## config.mk

```make
export PLATFORM = sky130hd
export DESIGN_NAME = smq_master
export DESIGN_NICKNAME = d
export VERILOG_FILES = /design/src/hdl/smq_pkg.sv /design/src/hdl/smq_master.sv
export VERILOG_INCLUDE_DIRS = /design/src /design/src/hdl
export SDC_FILE = /design/constraint.sdc
export NUM_CORES = 1
export LEC_CHECK = 0
export BUFFER_PORTS_ARGS = -buffer_cell sky130_fd_sc_hd__buf_2
export CAP_MARGIN = 20
export CORE_MARGIN = 2
export CORE_UTILIZATION = 60
export CTS_CLUSTER_SIZE = 28
export DETAILED_ROUTE_END_ITERATION = 8
export GPL_TIMING_DRIVEN = 0
export PLACE_DENSITY = 0.79
export SLEW_MARGIN = 25
export SYNTH_ARGS = -nofsm -noshare
export SYNTH_HDL_FRONTEND = slang
export SYNTH_SLANG_ARGS = --single-unit
export TNS_END_PERCENT = 100
```

## constraint.sdc

```tcl
create_clock -name MCLK_I -period 5.42 [get_ports MCLK_I]
set_input_delay 0.542 -clock MCLK_I [delete_from_list [all_inputs] [get_ports MCLK_I]]
set_output_delay 0.542 -clock MCLK_I [all_outputs]
set_load 0.05 [all_outputs]
```

## src/hdl/smq_defines.svh

```systemverilog
// Register offsets, field positions, reset values and the clock period in nanoseconds of the queued serial master.
`ifndef SMQ_DEFINES_SVH
`define SMQ_DEFINES_SVH
`define SMQ_ADDR_CONFIG 8'hFC
`define SMQ_ADDR_MASKS 8'hFD
`define SMQ_ADDR_STATUS 8'hFE
`define SMQ_ADDR_PORT 8'hFF
`define SMQ_CONFIG_RESET 7'h20
`define SMQ_MASKS_RESET 4'hF
`define SMQ_PORT_RESET 8'h00
`define SMQ_CFG_DIV_HI 6
`define SMQ_CFG_DIV_LO 4
`define SMQ_CFG_ORDER 3
`define SMQ_CFG_IDLE 2
`define SMQ_CFG_PHASE 1
`define SMQ_CFG_ON 0
`define SMQ_ST_RX_FULL 3
`define SMQ_ST_RX_AVAIL 2
`define SMQ_ST_TX_EMPTY 1
`define SMQ_ST_TX_SPACE 0
`define SMQ_CLK_PERIOD_NS 4
`endif

```

## src/hdl/smq_pkg.sv

```systemverilog
// Types of the queued serial master.
package smq_pkg;
    typedef enum logic [2:0] {
        SMQ_IDLE = 3'b001,
        SMQ_LEAD = 3'b010,
        SMQ_TRAIL = 3'b100
    } smq_state_t;
endpackage

```

## src/hdl/smq_master.sv

```systemverilog
// Serial peripheral master with two-entry transmit and receive queues on a byte register port.
`timescale 1ns/1ps
`include "smq_defines.svh"

module smq_master
    import smq_pkg::*;
#(
    parameter int QUEUE_DEPTH = 2
) (
    // Clock and reset.
    input wire logic MCLK_I,
    input wire logic SYS_RST_I,
    // Register port.
    input wire logic [7:0] REG_ADDR_I,
    input wire logic REG_WR_I,
    input wire logic REG_RD_I,
    input wire logic [7:0] REG_WDATA_I,
    output logic [7:0] REG_RDATA_O,
    // Serial link.
    output logic SERIAL_CLOCK_OUT_O,
    output logic SERIAL_DATA_OUT_O,
    input wire logic SERIAL_DATA_IN_I,
    // Interrupt request.
    output logic IRQ_O
);

    if (QUEUE_DEPTH != 2) begin : g_depth_check
        $error("QUEUE_DEPTH must be 2");
    end

    logic [6:0] master_config_main_reg;
    logic [3:0] master_interrupt_masks_reg;
    logic [7:0] tx_mem [0:1];
    logic [7:0] rx_mem [0:1];
    logic [1:0] tx_count_reg;
    logic [1:0] rx_count_reg;
    logic tx_rd_ptr_reg;
    logic tx_wr_ptr_reg;
    logic rx_rd_ptr_reg;
    logic rx_wr_ptr_reg;
    smq_state_t state_reg;
    logic [5:0] div_cnt_reg;
    logic [2:0] bit_cnt_reg;
    logic [7:0] shift_reg;
    logic [7:0] rx_shift_reg;
    logic byte_done;
    logic half_tick;
    logic tx_pop;
    logic port_wr;
    logic port_rd;
    logic master_core_on;
    logic bit_order_select;
    logic serial_clock_idle_level;
    logic sample_edge_select;
    logic [2:0] serial_clock_divider;
    logic receive_queue_full;
    logic receive_byte_available;
    logic transmit_queue_empty;
    logic transmit_space_available;
    logic [3:0] status_now;
    logic [7:0] rx_byte;
    logic sample_now;
    logic sample_pend_reg;
    logic done_pend_reg;
    logic rx_push;

    // Half period of the serial clock in processor cycles, minus one.
    function automatic logic [5:0] half_limit(input logic [2:0] div);
        unique case (div)
            3'h0: half_limit = 6'h00;
            3'h1: half_limit = 6'h01;
            3'h2: half_limit = 6'h03;
            3'h3: half_limit = 6'h07;
            3'h4: half_limit = 6'h0F;
            default: half_limit = 6'h1F;
        endcase
    endfunction

    // Bit that leaves or enters first in the selected order.
    function automatic logic out_bit(input logic [7:0] b, input logic lsb_first);
        out_bit = lsb_first ? b[0] : b[7];
    endfunction

    assign serial_clock_divider = master_config_main_reg[`SMQ_CFG_DIV_HI:`SMQ_CFG_DIV_LO];
    assign bit_order_select = master_config_main_reg[`SMQ_CFG_ORDER];
    assign serial_clock_idle_level = master_config_main_reg[`SMQ_CFG_IDLE];
    assign sample_edge_select = master_config_main_reg[`SMQ_CFG_PHASE];
    assign master_core_on = master_config_main_reg[`SMQ_CFG_ON];

    assign receive_queue_full = (rx_count_reg == 2'h2);
    assign receive_byte_available = (rx_count_reg != 2'h0);
    assign transmit_queue_empty = (tx_count_reg == 2'h0);
    assign transmit_space_available = (tx_count_reg != 2'h2);
    assign status_now = {receive_queue_full, receive_byte_available,
                         transmit_queue_empty, transmit_space_available};

    assign port_wr = REG_WR_I && (REG_ADDR_I == `SMQ_ADDR_PORT) && transmit_space_available;
    assign port_rd = REG_RD_I && (REG_ADDR_I == `SMQ_ADDR_PORT) && receive_byte_available;

    assign half_tick = master_core_on && (state_reg != SMQ_IDLE)
                       && (div_cnt_reg == half_limit(serial_clock_divider));
    assign byte_done = half_tick && (state_reg == SMQ_TRAIL) && (bit_cnt_reg == 3'h7);
    assign tx_pop = master_core_on && (state_reg == SMQ_IDLE) && !transmit_queue_empty;
    assign sample_now = half_tick && ((state_reg == SMQ_LEAD) != sample_edge_select);
    assign rx_push = done_pend_reg && (!receive_queue_full || port_rd);

    // Input shift register with the pending sampled bit taken in.
    always_comb begin
        rx_byte = rx_shift_reg;
        if (sample_pend_reg) begin
            rx_byte = bit_order_select ? {SERIAL_DATA_IN_I, rx_shift_reg[7:1]}
                                       : {rx_shift_reg[6:0], SERIAL_DATA_IN_I};
        end
    end

    // The pins lag the bit engine by one cycle, so input is taken one cycle after its edge.
    // Sampling at the internal edge would miss the slave's new bit at divide by two.
    always_ff @(posedge MCLK_I or posedge SYS_RST_I) begin
        if (SYS_RST_I) begin
            sample_pend_reg <= 1'b0;
            done_pend_reg <= 1'b0;
            rx_shift_reg <= 8'h00;
        end else begin
            sample_pend_reg <= sample_now;
            done_pend_reg <= byte_done;
            rx_shift_reg <= rx_byte;
        end
    end

    // Configuration and mask registers.
    always_ff @(posedge MCLK_I or posedge SYS_RST_I) begin
        if (SYS_RST_I) begin
            master_config_main_reg <= `SMQ_CONFIG_RESET;
            master_interrupt_masks_reg <= `SMQ_MASKS_RESET;
        end else if (REG_WR_I) begin
            if (REG_ADDR_I == `SMQ_ADDR_CONFIG) begin
                master_config_main_reg <= REG_WDATA_I[6:0];
            end
            if (REG_ADDR_I == `SMQ_ADDR_MASKS) begin
                master_interrupt_masks_reg <= REG_WDATA_I[3:0];
            end
        end
    end

    // Transmit queue.
    always_ff @(posedge MCLK_I or posedge SYS_RST_I) begin
        if (SYS_RST_I) begin
            tx_count_reg <= 2'h0;
            tx_rd_ptr_reg <= 1'b0;
            tx_wr_ptr_reg <= 1'b0;
            tx_mem[0] <= `SMQ_PORT_RESET;
            tx_mem[1] <= `SMQ_PORT_RESET;
        end else begin
            if (port_wr) begin
                tx_mem[tx_wr_ptr_reg] <= REG_WDATA_I;
                tx_wr_ptr_reg <= ~tx_wr_ptr_reg;
            end
            if (tx_pop) begin
                tx_rd_ptr_reg <= ~tx_rd_ptr_reg;
            end
            tx_count_reg <= tx_count_reg + {1'b0, port_wr} - {1'b0, tx_pop};
        end
    end

    // Receive queue; a byte arriving while full overwrites nothing and is dropped, unless the port is read in the same cycle.
    always_ff @(posedge MCLK_I or posedge SYS_RST_I) begin
        if (SYS_RST_I) begin
            rx_count_reg <= 2'h0;
            rx_rd_ptr_reg <= 1'b0;
            rx_wr_ptr_reg <= 1'b0;
            rx_mem[0] <= `SMQ_PORT_RESET;
            rx_mem[1] <= `SMQ_PORT_RESET;
        end else begin
            if (rx_push) begin
                rx_mem[rx_wr_ptr_reg] <= rx_byte;
                rx_wr_ptr_reg <= ~rx_wr_ptr_reg;
            end
            if (port_rd) begin
                rx_rd_ptr_reg <= ~rx_rd_ptr_reg;
            end
            rx_count_reg <= rx_count_reg + {1'b0, rx_push} - {1'b0, port_rd};
        end
    end

    // Read data; reading status has no side effect.
    always_ff @(posedge MCLK_I or posedge SYS_RST_I) begin
        if (SYS_RST_I) begin
            REG_RDATA_O <= 8'h00;
        end else if (REG_RD_I) begin
            unique case (REG_ADDR_I)
                `SMQ_ADDR_CONFIG: REG_RDATA_O <= {1'b0, master_config_main_reg};
                `SMQ_ADDR_MASKS: REG_RDATA_O <= {4'h0, master_interrupt_masks_reg};
                `SMQ_ADDR_STATUS: REG_RDATA_O <= {4'h0, status_now};
                `SMQ_ADDR_PORT: REG_RDATA_O <= rx_mem[rx_rd_ptr_reg];
                default: REG_RDATA_O <= 8'h00;
            endcase
        end
    end

    // Interrupt request from unmasked sources.
    always_ff @(posedge MCLK_I or posedge SYS_RST_I) begin
        if (SYS_RST_I) begin
            IRQ_O <= 1'b0;
        end else begin
            IRQ_O <= |(status_now & ~master_interrupt_masks_reg);
        end
    end

    // Bit engine: one serial period is a leading half and a trailing half.
    always_ff @(posedge MCLK_I or posedge SYS_RST_I) begin
        if (SYS_RST_I) begin
            state_reg <= SMQ_IDLE;
            div_cnt_reg <= 6'h00;
            bit_cnt_reg <= 3'h0;
            shift_reg <= 8'h00;
        end else if (master_core_on) begin
            unique case (state_reg)
                SMQ_IDLE: begin
                    div_cnt_reg <= 6'h00;
                    bit_cnt_reg <= 3'h0;
                    if (tx_pop) begin
                        shift_reg <= tx_mem[tx_rd_ptr_reg];
                        state_reg <= SMQ_LEAD;
                    end
                end
                SMQ_LEAD: begin
                    div_cnt_reg <= half_tick ? 6'h00 : div_cnt_reg + 6'h01;
                    if (half_tick) begin
                        state_reg <= SMQ_TRAIL;
                        if (sample_edge_select && (bit_cnt_reg != 3'h0)) begin
                            shift_reg <= bit_order_select ? {1'b0, shift_reg[7:1]}
                                                          : {shift_reg[6:0], 1'b0};
                        end
                    end
                end
                SMQ_TRAIL: begin
                    div_cnt_reg <= half_tick ? 6'h00 : div_cnt_reg + 6'h01;
                    if (half_tick) begin
                        bit_cnt_reg <= bit_cnt_reg + 3'h1;
                        state_reg <= (bit_cnt_reg == 3'h7) ? SMQ_IDLE : SMQ_LEAD;
                        if (!sample_edge_select) begin
                            shift_reg <= bit_order_select ? {1'b0, shift_reg[7:1]}
                                                          : {shift_reg[6:0], 1'b0};
                        end
                    end
                end
                default: state_reg <= SMQ_IDLE;
            endcase
        end
    end

    // Serial clock and data pins.
    always_ff @(posedge MCLK_I or posedge SYS_RST_I) begin
        if (SYS_RST_I) begin
            SERIAL_CLOCK_OUT_O <= 1'b0;
            SERIAL_DATA_OUT_O <= 1'b0;
        end else begin
            SERIAL_CLOCK_OUT_O <= serial_clock_idle_level
                                  ^ (state_reg == SMQ_TRAIL) ;
            SERIAL_DATA_OUT_O <= out_bit(shift_reg, bit_order_select);
        end
    end

    chk_rx_full_flag: assert property (@(posedge MCLK_I) disable iff (SYS_RST_I)
        receive_queue_full |-> receive_byte_available)
        else $error("receive full without available data");

    chk_tx_flags: assert property (@(posedge MCLK_I) disable iff (SYS_RST_I)
        transmit_queue_empty |-> transmit_space_available)
        else $error("transmit empty without space");

    chk_irq_masked: assert property (@(posedge MCLK_I) disable iff (SYS_RST_I)
        (master_interrupt_masks_reg == 4'hF) ##1 (master_interrupt_masks_reg == 4'hF)
        |-> !IRQ_O)
        else $error("interrupt despite full mask");

    chk_irq_source: assert property (@(posedge MCLK_I) disable iff (SYS_RST_I)
        ((status_now & ~master_interrupt_masks_reg) != 4'h0) |=> IRQ_O)
        else $error("unmasked source gave no interrupt");

    chk_core_stopped: assert property (@(posedge MCLK_I) disable iff (SYS_RST_I)
        !master_core_on |=> $stable(state_reg))
        else $error("core moved while disabled");

    chk_idle_clock: assert property (@(posedge MCLK_I) disable iff (SYS_RST_I)
        (state_reg == SMQ_IDLE)
        |=> SERIAL_CLOCK_OUT_O == $past(serial_clock_idle_level))
        else $error("serial clock not at idle level");

    chk_start_xfer: assert property (@(posedge MCLK_I) disable iff (SYS_RST_I)
        master_core_on && (state_reg == SMQ_IDLE) && !transmit_queue_empty
        |=> state_reg == SMQ_LEAD)
        else $error("queued byte not started");

    chk_port_push: assert property (@(posedge MCLK_I) disable iff (SYS_RST_I)
        port_wr && !tx_pop |=> tx_count_reg == $past(tx_count_reg) + 2'h1)
        else $error("port write did not push");

    chk_rx_push: assert property (@(posedge MCLK_I) disable iff (SYS_RST_I)
        rx_push && !port_rd |=> rx_count_reg == $past(rx_count_reg) + 2'h1)
        else $error("received byte not queued");

endmodule // smq_master

```

==> impl_metrics.yaml, run 1 <==
power:
  pwr-share-clk: 0.311
  peakVddDrop_mv: 0.215
  leakage_nw: 2.42
  power_density_mw_per_mm2: 301
  p_int_w: 0.00107
  swShare: 0.309
  pwr-share-seq: 0.490
  p_comb_frac: 0.199
  p_switching_w: 0.000480
  p_total_w: 0.00156
floorplanning:
  initial_core_util: 0.610
  core_area_mm2: 0.00761
  fp-row-count: 32
  die_x_um: 91.9
  dieArea_mm2: 0.00845
  io_pins: 32
  die_h_um: 91.9
critical_path:
  start_kind: "register"
  reg2reg_slack_ps: 3020
  cp.arrival_ps: 2690
  max_stage_delay_ps: 530
  crit_family: "simple AND/OR/NAND/NOR gates"
  crit_start: "state_reg[0]"
  cp_num_buf_inv: 3
  cp_num_cells: 10
  regToRegEndpoint: "tx_count_reg[1]"
  crit_path_end_kind: "register"
  cp_max_fo: 8
  crit_slowest_cell: "dfstp_2"
  reg2reg_depth: 10
  critical_path.endpoint: "tx_count_reg[1]"
  required_ps: 5710
  path_cells: "buf_4 > nor2b_1 > and2b_2 > and3_1 > clkbuf_1 > ha_1 > inv_1 > ha_1 > xnor2_1 > xnor2_1"
  path_class: "reg -> reg"
  r2r-start: "state_reg[0]"
clock_tree:
  cts-root-buf: "clkbuf_8"
  post-cts-setup-buffer-count: 0
  htreeDepth: 3
  cts_sinks: 92
  clk_pin_slew_ps: 100
  clk_path_buf_depth: 2
  cts_made_buffers: 9
  cts_resized: 0
  tritoncts: "yes"
  clk_latency_ps: 360
  hold_buffers: 0
routing:
  drc_errors: 0
  vias_per_cell: 5.82
  detail-route-antenna-nets: 0
  finalWirelength_um: 9280
  firstDrtPassIters: 4
  wl_per_cell_um: 17.0
  vias: 3179
  drt_first_iter_violations: 99
grt:
  antenna_found_initial: 0
  grt_pass1_vias: 3250
  grt_usage: 0.239
  grt_first_pass_wirelength_um: 15900
  grt_start_max_net_pins: 58
  grt_overflow: 0
placed_design:
  portBuffers: 30
  gp_congestion: 0.804
  dpl.hpwl_um: 6760
  dp.cells: 530
  pre_cts_ws_ps: 3040
logic_synthesis:
  netlist_area_mm2: 0.00464
  ys.flop_type: "dfrtp_1"
  synth_edf_count: 0
  ys_seq_area_frac: 0.498
  synth_top_area_cell: "dfrtp_1"
  synth.avg_cell_area_um2: 11.7
  synth.distinct_cells: 62
  synth_cells: 397
  synth_seq_cells: 92
  netlist.area_leader.share: 0.464
  yosys-top-cells-count: "86 x dfrtp_1, 49 x mux2_2, 28 x a21oi_1"
  ys_warn_count: 0
  synthArstFlopShare: 1.00
  synth_fp_nets: 425
  yosysMostFrequentCell: "dfrtp_1"
  ys_top_cells_by_area: "dfrtp_1 46%, mux2_2 12%, mux2i_1 5.2%"
sta:
  max_slew_margin: 0.524
  skew_ps: 11.2
  rsz0062_at_grt: "false"
  hold_viol: 0
  finalCriticalPeriod_ps: 2400
  fin_crit_sh: 0.443
  slew_viol_final: 0
  tns_ps: 0
  tightest_slew_ps: 712
  fin_ws_ps: 3020
  setup_viol_count_final: 0
  timing.fmax_ghz: 0.417
final_layout:
  final_util: 0.678
  nets: 467
  drive_above_1_share: 0.306
  diodes: 0
  reg.largest.list: "rx_mem x16, tx_mem x16"
  instances_no_fill: 546
  syn_to_final_growth_pct: 11.2
run:
  cap_violations: 0
status:
  status: "finished, final reports clean"
hold_path:
  worstHoldPathType: "in -> async"
worst reg2reg max path, cell delays in order, from the launching register on:
cell and delay [ps]:
dfstp_2 530, buf_4 130, nor2b_1 230, and2b_2 200, and3_1 140, clkbuf_1 300, ha_1 300, inv_1 60
ha_1 160, xnor2_1 140, xnor2_1 140
power by group through the flow:
| stage | Clock (W) | Sequential (W) | Combinational (W) |
|---|---|---|---|
| floorplan | 0 | 0.000774 | 0.000226 |
| global placement | 0 | 0.000771 | 0.000295 |
| detailed placement | 0 | 0.000774 | 0.000311 |
| CTS | 0.000489 | 0.000760 | 0.000312 |
| global route | 0.000516 | 0.000768 | 0.000347 |
| finish | 0.000484 | 0.000762 | 0.000309 |
worst min-delay path by stage:
stage / depth (start not counted) / start / slack (ps) / end
after floorplan: 1 / div_cnt_reg[5] / 450 / div_cnt_reg[5]
after detailed placement: 1 / REG_RDATA_O[1] / 480 / REG_RDATA_O[1]
final: 2 / SYS_RST_I / 160 / rx_mem[4]
after CTS: 2 / SYS_RST_I / 160 / rx_mem[12]
after global placement: 1 / REG_RDATA_O[1] / 470 / REG_RDATA_O[1]
after global routing: 2 / SYS_RST_I / 180 / rx_wr_ptr_reg
area by class of cell:
class | instances | area [um^2]
inverter | 14 | 57.6
timing repair buffer | 31 | 178
clock buffer | 10 | 138
buffer | 18 | 103
multi-input combinational | 273 | 2180
tap | 102 | 128
sequential | 92 | 2310
clock inverter | 6 | 71.3
fill | 597 | 2450
layout by cell type (no fill, tap or decap), types with 8 or more instances in the layout:
cell and count:
mux2_4 8, dfrtp_1 86, mux2i_1 24, inv_1 12
nand2_1 15, mux2_2 49, clkbuf_8 10, nor2_1 22
buf_2 34, o21ai_0 17, nor2b_1 10, a21oi_1 28
nand3_1 8
logic make-up (layout without fill, tap and decap cells):
logic type               after synthesis  in the layout  share of synthesized area
AO/OA/AOI/OAI                         86             86                      0.123
XOR/XNOR                              10             10                     0.0189
multiplexers                          82             82                      0.201
adder cells (fa/ha/maj)                7              7                     0.0189
AND/OR/NAND/NOR                       88             88                      0.107
buffers and inverters                 32             79                     0.0334
flip-flops                            92             92                      0.498
routing by layer:
layer,track usage,wire (um)
met1,0.318,4190
met2,0.407,4650
met3,0.0337,280
met4,0.0796,154
met5,0,0
per-stage QoR:
step	hold slack [ps]	area, um^2
after global routing	179	5160
after floorplan	448	4640
after global placement	475	4920
after CTS	158	5160
after detailed placement	478	4950
final	156	5160
Power figures use the tool's default switching activity.
==> run 2, diff against run 1 <==
==> constraint.sdc (replaced) <==
create_clock -name MCLK_I -period 2.4 [get_ports MCLK_I]
set_input_delay 0.24 -clock MCLK_I [delete_from_list [all_inputs] [get_ports MCLK_I]]
set_output_delay 0.24 -clock MCLK_I [all_outputs]
set_load 0.05 [all_outputs]
==> impl_metrics.yaml, run 2 (synthesized netlist as in run 1, its figures left out) <==
status:
  status: "finished, final reports clean"
grt:
  grt_first_pass_wirelength_um: 15600
  grt_overflow: 0
  grt_pass1_vias: 3131
  antenna_found_initial: 0
  grt_usage: 0.236
  grt_start_max_net_pins: 25
sta:
  tightest_slew_ps: 708
  setup_viol_count_final: 0
  fin_crit_sh: 0.932
  skew_ps: 12.0
  timing.fmax_ghz: 0.447
  rsz0062_at_grt: "false"
  max_slew_margin: 0.526
  tns_ps: 0
  hold_viol: 0
  slew_viol_final: 0
  fin_ws_ps: 164
  finalCriticalPeriod_ps: 2240
critical_path:
  cp_max_fo: 8
  crit_start: "state_reg[0]"
  cp.arrival_ps: 2480
  reg2reg_slack_ps: 160
  path_class: "reg -> reg"
  crit_path_end_kind: "register"
  required_ps: 2640
  r2r-start: "state_reg[0]"
  start_kind: "register"
routing:
  drt_first_iter_violations: 82
  firstDrtPassIters: 4
  vias_per_cell: 5.73
  detail-route-antenna-nets: 0
  wl_per_cell_um: 17.1
  finalWirelength_um: 9390
  drc_errors: 0
  vias: 3141
power:
  p_switching_w: 0.00105
  p_comb_frac: 0.200
  swShare: 0.302
  power_density_mw_per_mm2: 669
  peakVddDrop_mv: 0.495
  p_int_w: 0.00243
  pwr-share-seq: 0.493
  leakage_nw: 2.43
  pwr-share-clk: 0.306
clock_tree:
  cts_resized: 0
  clk_pin_slew_ps: 90
  cts_sinks: 92
  cts_made_buffers: 9
  cts-root-buf: "clkbuf_8"
  post-cts-setup-buffer-count: 0
  clk_path_buf_depth: 2
  htreeDepth: 3
  tritoncts: "yes"
  clk_latency_ps: 360
final_layout:
  syn_to_final_growth_pct: 12.2
  diodes: 0
  drive_above_1_share: 0.307
  reg.largest.list: "rx_mem x16, tx_mem x16"
  nets: 469
  layout_common_cells: "86 x dfrtp_1, 49 x mux2_2, 34 x buf_2"
  final_common_cell: "dfrtp_1"
floorplanning:
  io_pins: 32
  fp-row-count: 32
  core_area_mm2: 0.00761
  dieArea_mm2: 0.00845
  die_x_um: 91.9
  initial_core_util: 0.610
  die_h_um: 91.9
run:
  cap_violations: 0
hold_path:
  hp-start: "REG_WDATA_I[7]"
  worstHoldPathType: "in -> reg"
placed_design:
  pre_cts_ws_ps: 59.8
  portBuffers: 30
  dpl.hpwl_um: 6910
  gp_congestion: 0.817
[run 2: cell count changes in the layout (fill, tap and decap cells not counted), sizes merged]
cell	previous run	this run
buf	42	44
clkinvlp	2	4
inv	16	14
clkinv	1	0
dlygate4sd3	0	1
[run 2: timing repair]
action,in CTS,in global routing
hold buffers,1,0
endpoints found under the setup margin,0,1
hold endpoints to repair,22,0
[run 2: through the flow]
stage	power, W	util	cell area [um^2]	cells	hold slack, ps
after CTS	0.00349	0.685	5210	549	118
after global routing	0.00365	0.684	5210	548	128
after detailed placement	0.00245	0.657	5000	532	327
after floorplan	0.00226	-	4640	397	348
final	0.00348	0.684	5210	548	126
after global placement	0.00241	0.647	4920	529	479
[run 2: critical path: stages (launching register included)]
cell and delay (ps):
dfstp_2 520, buf_4 130, or3b_4 420, and4_4 160
buf_6 130, a31oi_4 420, mux2_4 340
[run 2: metal layers]
metal,GRT usage,vias to the layer above,share of wire
li1,-,1525,-
met1,0.307,1558,0.46
met5,0,-,0
met2,0.411,41,0.50
met4,0.0846,0,0.018
met3,0.0279,17,0.019
[run 2: power groups by stage]
stage,logic (W),registers (W),clock network (W)
global placement,0.000667,0.00174,0
CTS,0.000702,0.00172,0.00108
finish,0.000697,0.00172,0.00107
detailed placement,0.000698,0.00175,0
global route,0.000783,0.00173,0.00114
floorplan,0.000510,0.00175,0
[run 2: path summary, 6_finish.rpt]
| check | to | cells past startpoint |
|---|---|---|
| max in group asynchronous | master_config_main_reg[5] | 5 |
| setup / recovery | shift_reg[0] | 6 |
| setup reg to reg | shift_reg[0] | 6 |
| hold reg to reg | div_cnt_reg[5] | 1 |
| hold / removal | tx_mem[15] | 2 |
| min in group asynchronous | rx_mem[7] | 3 |
[run 2: cell type report]
| type | instances | area (um^2) |
|---|---|---|
| Fill cell | 582 | 2400 |
| Multi-Input combinational cell | 273 | 2180 |
| Clock inverter | 5 | 61.3 |
| Tap cell | 102 | 128 |
| Clock buffer | 11 | 141 |
| Inverter | 14 | 56.3 |
| Timing Repair Buffer | 34 | 235 |
| Buffer | 17 | 98.8 |
| Sequential cell | 92 | 2310 |
